$ cat src/design/sadc_defs.svh
`ifndef SADC_DEFS_SVH
`define SADC_DEFS_SVH

// register indices, byte address is four times the index
`define SADC_IDX_RESULT 8'hD0
`define SADC_IDX_CTRL 8'hD1
`define SADC_IDX_OPT 8'hD2

// control and option register bit layout, control register reset value
`define SADC_CTRL_RST 8'h40
`define SADC_B_IE 7
`define SADC_B_DONE 6
`define SADC_B_KICK 5
`define SADC_B_PWR 4
`define SADC_B_SYNC 0

// step clock and conversion timing
`define SADC_OSC_DIV 12
`define SADC_OSC_KHZ 8000
`define SADC_CONV_NS 70000
`define SADC_TICK_NS (`SADC_OSC_DIV * 1000000 / `SADC_OSC_KHZ)
`define SADC_CONV_TICKS (`SADC_CONV_NS / `SADC_TICK_NS)
`define SADC_SAR_BITS 8

// bus responses
`define SADC_RESP_OK 2'h0
`define SADC_RESP_ERR 2'h2

`endif

$ cat src/design/sadc_pkg.sv
package sadc_pkg;

    typedef enum logic [1:0] {
        SADC_IDLE = 2'b00,
        SADC_ARM = 2'b01,
        SADC_CONV = 2'b10
    } sadc_state_e;

    typedef enum logic [1:0] {
        SADC_SEL_NONE = 2'b00,
        SADC_SEL_RES = 2'b01,
        SADC_SEL_CTRL = 2'b10,
        SADC_SEL_OPT = 2'b11
    } sadc_sel_e;

    typedef logic [11:0] sadc_addr_t;

    typedef struct packed {
        sadc_state_e state;
        logic ie;
        logic done;
        logic pwr;
        logic sync;
        logic [7:0] result;
        logic [7:0] work;
        logic [2:0] bit_idx;
        logic [7:0] tick_cnt;
        logic aw_have;
        sadc_addr_t aw_addr;
        logic w_have;
        logic [7:0] w_data;
        logic w_lane;
        logic bvalid;
        logic [1:0] bresp;
        logic rvalid;
        logic [1:0] rresp;
        logic [7:0] rdata;
    } sadc_st_s;

    typedef struct packed {
        logic [3:0] cnt;
    } sadc_div_s;

endpackage : sadc_pkg

$ cat src/design/sadc_step_div.sv
`timescale 1ns/100ps
`include "sadc_defs.svh"

module sadc_step_div #(
    parameter int unsigned DIV = `SADC_OSC_DIV
) (
    input wire logic i_clk_sys,
    input wire logic i_arst_n,
    input wire logic i_restart,
    output logic o_tick
);

    localparam logic [3:0] LAST = 4'(DIV - 1);

    sadc_pkg::sadc_div_s s_q;
    sadc_pkg::sadc_div_s s_d;

    ////////////////////////////////////////////////////////////////////////////
    // divide by twelve, restart aligns the step grid to each conversion start
    always_comb begin
        s_d = s_q;
        if (i_restart || s_q.cnt == LAST) begin
            s_d.cnt = 4'h0;
        end else begin
            s_d.cnt = s_q.cnt + 4'h1;
        end
    end

    always_ff @(posedge i_clk_sys or negedge i_arst_n) begin
        if (!i_arst_n) begin
            s_q <= '0;
        end else begin
            s_q <= s_d;
        end
    end

    assign o_tick = (s_q.cnt == LAST);
endmodule : sadc_step_div

$ cat src/design/sadc_ctrl.sv
// Register access over AXI4-Lite and the placing of the registers were decided locally.
`timescale 1ns/100ps
`include "sadc_defs.svh"

module sadc_ctrl #(
    parameter int unsigned CONV_TICKS = `SADC_CONV_TICKS
) (
    input wire logic i_clk_sys,
    input wire logic i_arst_n,
    input wire logic [11:0] i_awaddr,
    input wire logic i_awvalid,
    output logic o_awready,
    input wire logic [31:0] i_wdata,
    input wire logic [3:0] i_wstrb,
    input wire logic i_wvalid,
    output logic o_wready,
    output logic [1:0] o_bresp,
    output logic o_bvalid,
    input wire logic i_bready,
    input wire logic [11:0] i_araddr,
    input wire logic i_arvalid,
    output logic o_arready,
    output logic [31:0] o_rdata,
    output logic [1:0] o_rresp,
    output logic o_rvalid,
    input wire logic i_rready,
    input wire logic i_cpu_wait,
    input wire logic i_cmp_hi,
    output logic [7:0] o_dac_code,
    output logic o_ana_power,
    output logic o_conv_busy,
    output logic o_irq_conv
);

    localparam logic [7:0] LAST = 8'(CONV_TICKS - 1);
    localparam logic [7:0] FIRST = 8'(CONV_TICKS - `SADC_SAR_BITS);

    localparam logic [7:0] CTRL_RST = `SADC_CTRL_RST;
    localparam sadc_pkg::sadc_st_s ST_RST = '{
        state: sadc_pkg::SADC_IDLE,
        ie: CTRL_RST[`SADC_B_IE],
        done: CTRL_RST[`SADC_B_DONE],
        pwr: CTRL_RST[`SADC_B_PWR],
        default: '0
    };

    sadc_pkg::sadc_st_s s_q;
    sadc_pkg::sadc_st_s s_d;
    logic kick;
    logic tick;
    logic div_restart;

    ////////////////////////////////////////////////////////////////////////////
    // helpers
    function automatic sadc_pkg::sadc_sel_e sadc_sel(input sadc_pkg::sadc_addr_t a);
        logic [9:0] w;
        w = a[11:2];
        if (w == 10'(`SADC_IDX_RESULT)) begin
            return sadc_pkg::SADC_SEL_RES;
        end else if (w == 10'(`SADC_IDX_CTRL)) begin
            return sadc_pkg::SADC_SEL_CTRL;
        end else if (w == 10'(`SADC_IDX_OPT)) begin
            return sadc_pkg::SADC_SEL_OPT;
        end
        return sadc_pkg::SADC_SEL_NONE;
    endfunction : sadc_sel

    // fresh conversion: msb trial set, step counter cleared
    function automatic sadc_pkg::sadc_st_s sadc_start(input sadc_pkg::sadc_st_s s);
        sadc_pkg::sadc_st_s r;
        r = s;
        r.state = sadc_pkg::SADC_CONV;
        r.tick_cnt = 8'h00;
        r.work = 8'h80;
        r.bit_idx = 3'h7;
        return r;
    endfunction : sadc_start

    ////////////////////////////////////////////////////////////////////////////
    // step clock divider
    sadc_step_div #(
        .DIV(`SADC_OSC_DIV)
    ) i_sadc_step_div (
        .i_clk_sys(i_clk_sys),
        .i_arst_n(i_arst_n),
        .i_restart(div_restart),
        .o_tick(tick)
    );

    ////////////////////////////////////////////////////////////////////////////
    // next state
    always_comb begin
        s_d = s_q;
        kick = 1'b0;
        div_restart = 1'b0;

        // address and data taken in either order
        if (i_awvalid && !s_q.aw_have) begin
            s_d.aw_have = 1'b1;
            s_d.aw_addr = i_awaddr;
        end
        if (i_wvalid && !s_q.w_have) begin
            s_d.w_have = 1'b1;
            s_d.w_data = i_wdata[7:0];
            s_d.w_lane = i_wstrb[0];
        end
        if (s_q.bvalid && i_bready) begin
            s_d.bvalid = 1'b0;
        end

        // write performed once both halves are held
        if (s_q.aw_have && s_q.w_have && !s_q.bvalid) begin
            s_d.aw_have = 1'b0;
            s_d.w_have = 1'b0;
            s_d.bvalid = 1'b1;
            s_d.bresp = `SADC_RESP_OK;
            unique case (sadc_sel(s_q.aw_addr))
                sadc_pkg::SADC_SEL_RES: begin
                    s_d.bresp = `SADC_RESP_OK;
                end
                sadc_pkg::SADC_SEL_CTRL: begin
                    if (s_q.w_lane) begin
                        s_d.ie = s_q.w_data[`SADC_B_IE];
                        s_d.pwr = s_q.w_data[`SADC_B_PWR];
                        kick = s_q.w_data[`SADC_B_KICK];
                    end
                end
                sadc_pkg::SADC_SEL_OPT: begin
                    if (s_q.w_lane) begin
                        s_d.sync = s_q.w_data[`SADC_B_SYNC];
                    end
                end
                sadc_pkg::SADC_SEL_NONE: begin
                    s_d.bresp = `SADC_RESP_ERR;
                end
            endcase
        end

        // read answer
        if (s_q.rvalid && i_rready) begin
            s_d.rvalid = 1'b0;
        end
        if (i_arvalid && !s_q.rvalid) begin
            s_d.rvalid = 1'b1;
            s_d.rresp = `SADC_RESP_OK;
            unique case (sadc_sel(i_araddr))
                sadc_pkg::SADC_SEL_RES: begin
                    s_d.rdata = s_q.result;
                end
                sadc_pkg::SADC_SEL_CTRL: begin
                    s_d.rdata = {s_q.ie, s_q.done, 1'b0, s_q.pwr, 4'h0};
                end
                sadc_pkg::SADC_SEL_OPT: begin
                    s_d.rdata = {7'h00, s_q.sync};
                end
                sadc_pkg::SADC_SEL_NONE: begin
                    s_d.rdata = 8'h00;
                    s_d.rresp = `SADC_RESP_ERR;
                end
            endcase
        end

        // conversion engine
        unique case (s_q.state)
            sadc_pkg::SADC_IDLE: begin
                s_d.state = sadc_pkg::SADC_IDLE;
            end
            sadc_pkg::SADC_ARM: begin
                if (i_cpu_wait) begin
                    s_d = sadc_start(s_d);
                    div_restart = 1'b1;
                end
            end
            sadc_pkg::SADC_CONV: begin
                if (tick) begin
                    if (s_q.tick_cnt >= FIRST) begin
                        s_d.work[s_q.bit_idx] = i_cmp_hi;
                        if (s_q.bit_idx != 3'h0) begin
                            s_d.work[s_q.bit_idx - 3'h1] = 1'b1;
                        end
                        s_d.bit_idx = s_q.bit_idx - 3'h1;
                    end
                    if (s_q.tick_cnt == LAST) begin
                        s_d.result = s_d.work;
                        s_d.done = 1'b1;
                        s_d.state = sadc_pkg::SADC_IDLE;
                    end else begin
                        s_d.tick_cnt = s_q.tick_cnt + 8'h01;
                    end
                end
            end
            default: begin
                s_d.state = sadc_pkg::SADC_IDLE;
            end
        endcase

        // power down abandons any conversion
        if (!s_d.pwr) begin
            s_d.state = sadc_pkg::SADC_IDLE;
        end

        // kick wins over the engine, starts a conversion when powered, or arms first in sync mode outside wait
        if (kick) begin
            s_d.done = 1'b0;
            if (s_d.pwr) begin
                if (s_d.sync && !i_cpu_wait) begin
                    s_d.state = sadc_pkg::SADC_ARM;
                end else begin
                    s_d = sadc_start(s_d);
                    div_restart = 1'b1;
                end
            end
        end
    end

    ////////////////////////////////////////////////////////////////////////////
    // state register
    always_ff @(posedge i_clk_sys or negedge i_arst_n) begin
        if (!i_arst_n) begin
            s_q <= ST_RST;
        end else begin
            s_q <= s_d;
        end
    end

    ////////////////////////////////////////////////////////////////////////////
    // outputs
    assign o_awready = !s_q.aw_have;
    assign o_wready = !s_q.w_have;
    assign o_bvalid = s_q.bvalid;
    assign o_bresp = s_q.bresp;
    assign o_arready = !s_q.rvalid;
    assign o_rvalid = s_q.rvalid;
    assign o_rresp = s_q.rresp;
    assign o_rdata = {24'h000000, s_q.rdata};
    assign o_dac_code = s_q.work;
    assign o_ana_power = s_q.pwr;
    assign o_conv_busy = (s_q.state == sadc_pkg::SADC_CONV);
    assign o_irq_conv = s_q.ie & s_q.done;
endmodule : sadc_ctrl

$ cat config.mk
export PLATFORM = sky130hd
export DESIGN_NAME = sadc_ctrl
export DESIGN_NICKNAME = d
export VERILOG_FILES = /design/src/design/sadc_pkg.sv /design/src/design/sadc_step_div.sv /design/src/design/sadc_ctrl.sv
export VERILOG_INCLUDE_DIRS = /design/src /design/src/design
export SDC_FILE = /design/constraint.sdc
export NUM_CORES = 1
export LEC_CHECK = 0
export BUFFER_PORTS_ARGS = -buffer_cell sky130_fd_sc_hd__buf_2
export CAP_MARGIN = 20
export CORE_ASPECT_RATIO = 1.1
export CORE_MARGIN = 3
export CORE_UTILIZATION = 47
export CTS_CLUSTER_SIZE = 28
export DETAILED_ROUTE_END_ITERATION = 6
export PLACE_DENSITY = 0.77
export SLEW_MARGIN = 20
export SYNTH_ARGS = -nofsm -noshare
export SYNTH_HDL_FRONTEND = slang
export SYNTH_SLANG_ARGS = --single-unit
$ cat constraint.sdc
create_clock -name i_clk_sys -period 1.92 [get_ports i_clk_sys]
set_input_delay 0.288 -clock i_clk_sys [delete_from_list [all_inputs] [get_ports i_clk_sys]]
set_output_delay 0.288 -clock i_clk_sys [all_outputs]
set_load 0.01 [all_outputs]
==> summary.md <==
| Metric | Value |
|---|---|
| Outcome | `finished, final reports clean` |
| Synthesis Warnings | `0` |
| Syn Area/Cell | `9.70 um^2` |
| CP endpoint kind | `flop` |
| Startpoint types | `flop` |
| Clock Latency Late Sink | `0.35 ns` |
| RSZ-0062 raised after global routing | `true` |
| Placed Area | `4510 um^2` |
| Pin count of the biggest net entering global routing | `24` |
| DRC Markers | `0` |
| Period utilisation layout | `98.3%` |
| Num rows | `35` |
| Antenna diodes | `0` |
| Gr usage total | `20.2%` |
| Hold path start | `i_rready` |
| Skew final | `0.0120 ns` |
| Worst reg2reg setup slack | `0.03 ns` |
| Final hold vios | `0` |
| Worst EP arrival | `2.12 ns` |
| Crit-path cells | `inv_2, ha_1, or3_4, a21bo_2, o2bb2ai_1, a2111oi_2` |
| Chip width | `94.9 um` |
| Crit path launch | `s_q[45]` |
| Max-slew violation count | `0` |
| Crit-path max FO | `4` |
| Initial DRC Count | `203` |
| DP Cell Count | `590` |
| Crit path time final | `1.89 ns` |
| Wirelength per Cell | `16.4 um` |
| CP max stage cell | `or3_4` |
| Clock sink count | `66` |
| Tot Pwr | `4.32 mW` |
| Post-synth top cells | `dfrtp_1, buf_4, nor2_1` |
| CP max stage delay | `0.41 ns` |
| CTS Buf Count | `9` |
| Hold Path End | `o_rvalid` |
| DP Wirelength | `7130 um` |
| Top_reg_cell synth | `dfrtp_1` |
| Flops & latches, synth | `66` |
| Area delta synth->final | `20.2%` |
| GRT overflow | `0` |
| Hold crit path type | `in -> reg` |
| Max cap viols | `0` |
| Fmax | `0.530 GHz` |
| Hold path depth | `2` |
| # port buffers | `59` |
| CP Class | `reg -> reg` |
| Count leader, synth | `dfrtp_1` |
| CTS root buffer | `clkbuf_8` |
| Lkg Pwr | `2.24 nW` |
| Avg Vias per Cell | `5.62` |
| Worst Hold Margin | `0.107 ns` |
| Worst endpoint required time | `2.15 ns` |
| Routed Antenna Nets | `0` |
| P per Cell Area | `881 nW/um^2` |
| First-pass GRT wire length | `15800 um` |
| Synth Instances | `421` |
| R2R cell count | `6` |
| Post-Syn Area | `4080 um^2` |
| VDD IR max | `0.000734 V` |
| Area share of the largest cell type after synthesis | `39.8%` |
| Max H-tree Level | `3` |
| Final Cell Area | `4910 um^2` |
| I/O pins | `121` |
| Synth area leader | `dfrtp_1` |
| Seq/Total Area, Yosys | `40.5%` |
| CTS tree | `built` |
| Least-Margin Pin Slew | `0.555 ns` |
| Total wire length | `10000 um` |
| Reg clk slew, reported paths | `0.08 ns` |
| Vias in the first global route | `3395` |
| GPL Wtd Cong | `0.941` |
| 1st-pass router iterations | `5` |
| Relative slew slack | `63.0%` |
| Number of enable flip-flop cells after synthesis | `0` |
| Starting Density | `48.6%` |
| Clock buffer depth | `2` |
| Fin nets | `571` |
| Most area-consuming cells after synthesis | `dfrtp_1, buf_4, mux2_2` |
| Setup_tns | `0 ns` |
| Die Area | `9840 um^2` |
| Routed vias | `3430` |
| Async set or reset register ratio after synthesis | `100%` |
| Worst reg2reg path endpoint | `o_dac_code[1]` |
| Final cell count without fillers | `610` |
| Die Ht | `104 um` |
| Share of layout cells above drive strength 1 | `35.1%` |
| Core ar. | `8410 um^2` |
| Worst r2r src | `s_q[45]` |
| Initial antenna violation count | `0` |
| Count of cell types in the netlist | `67` |
| Setup Viol. Count Final | `0` |
stage by stage:
step                utilization [%]  setup WS [ns]
floorplan                         -         0.0106
global placement               53.6        -0.0414
detailed placement             53.6        -0.0978
global route                   58.3        -0.0257
CTS                            57.3       -0.00379
finish                         58.3         0.0321
worst max path at each step:
stage / endpoint / depth (start not counted)
finish: o_dac_code[1] / 6
global route: s_q[57] / 6
CTS: o_dac_code[3] / 6
detailed placement: o_dac_code[2] / 4
global placement: s_q[62] / 5
floorplan: o_dac_code[0] / 6
cell families after synthesis:
family                     share of synthesized area (%)
adders and majority gates                           2.45
DFF                                                 40.5
other                                             0.0919
muxes                                               6.71
and+or+nand+nor                                     17.4
xor gates and xnor gates                           0.215
buffers and inverters                               12.8
AOI/OAI and AO/OA                                   19.8
layout by cell type (no fill, tap or decap), drive strengths merged, types with 10 or more instances in the layout:
cell	synthesis	routed
dfrtp	65	65
nand2	25	25
inv	25	27
nor2	27	27
a21oi	19	19
clkbuf	9	10
nand3	12	12
buf	53	98
mux2	19	19
conb	1	26
o21ai	17	17
registers in the layout, indices dropped and copies added, names as in the netlist:
register             count
o_rresp                  1
o_dac_code               8
o_rdata                  8
o_bvalid                 1
o_ana_power              1
i_sadc_step_div.s_q      4
s_q                     41
o_bresp                  1
o_rvalid                 1
area by class of cell:
cell class | count | area, um^2
fill | 718 | 3500
multi-input combinational | 292 | 2110
sequential | 66 | 1650
timing repair buffer | 99 | 659
tap | 111 | 139
clock buffer | 10 | 138
clock inverter | 6 | 113
inverter | 26 | 97.6
per-layer routing:
layer	up-vias	wire length (um)	track usage (%)
met5	-	0	0
met1	1692	4060	24.1
li1	1601	-	-
met2	119	5220	35.2
met4	0	166	7.42
met3	18	584	4.07
critical path, delay by kind of cell, from the launching register on:
family / cells / cell delay (ns)
AO/OA/AOI/OAI: 3 / 0.72
adder cells (fa/ha/maj): 1 / 0.22
buffers and inverters: 1 / 0.06
flip-flops: 1 / 0.37
AND/OR/NAND/NOR: 1 / 0.41
power breakdown:
part / internal [mW] / leakage, nW / switching, mW
sequential: 1.65 / 0.790 / 0.207
combinational: 0.483 / 1.32 / 0.510
clock: 0.903 / 0.127 / 0.572
total: 3.03 / 2.24 / 1.29
timing repair:
| item | 4_1_cts | 5_1_grt |
|---|---|---|
| hold buffers | 1 | 0 |
| pin swaps | 5 | 7 |
| gates resized for setup | 7 | 18 |
| buffers inserted | 2 | 2 |
| hold endpoints to repair | 20 | 0 |
| setup endpoints to repair | 14 | 13 |
(Power assumes the default switching activity.)
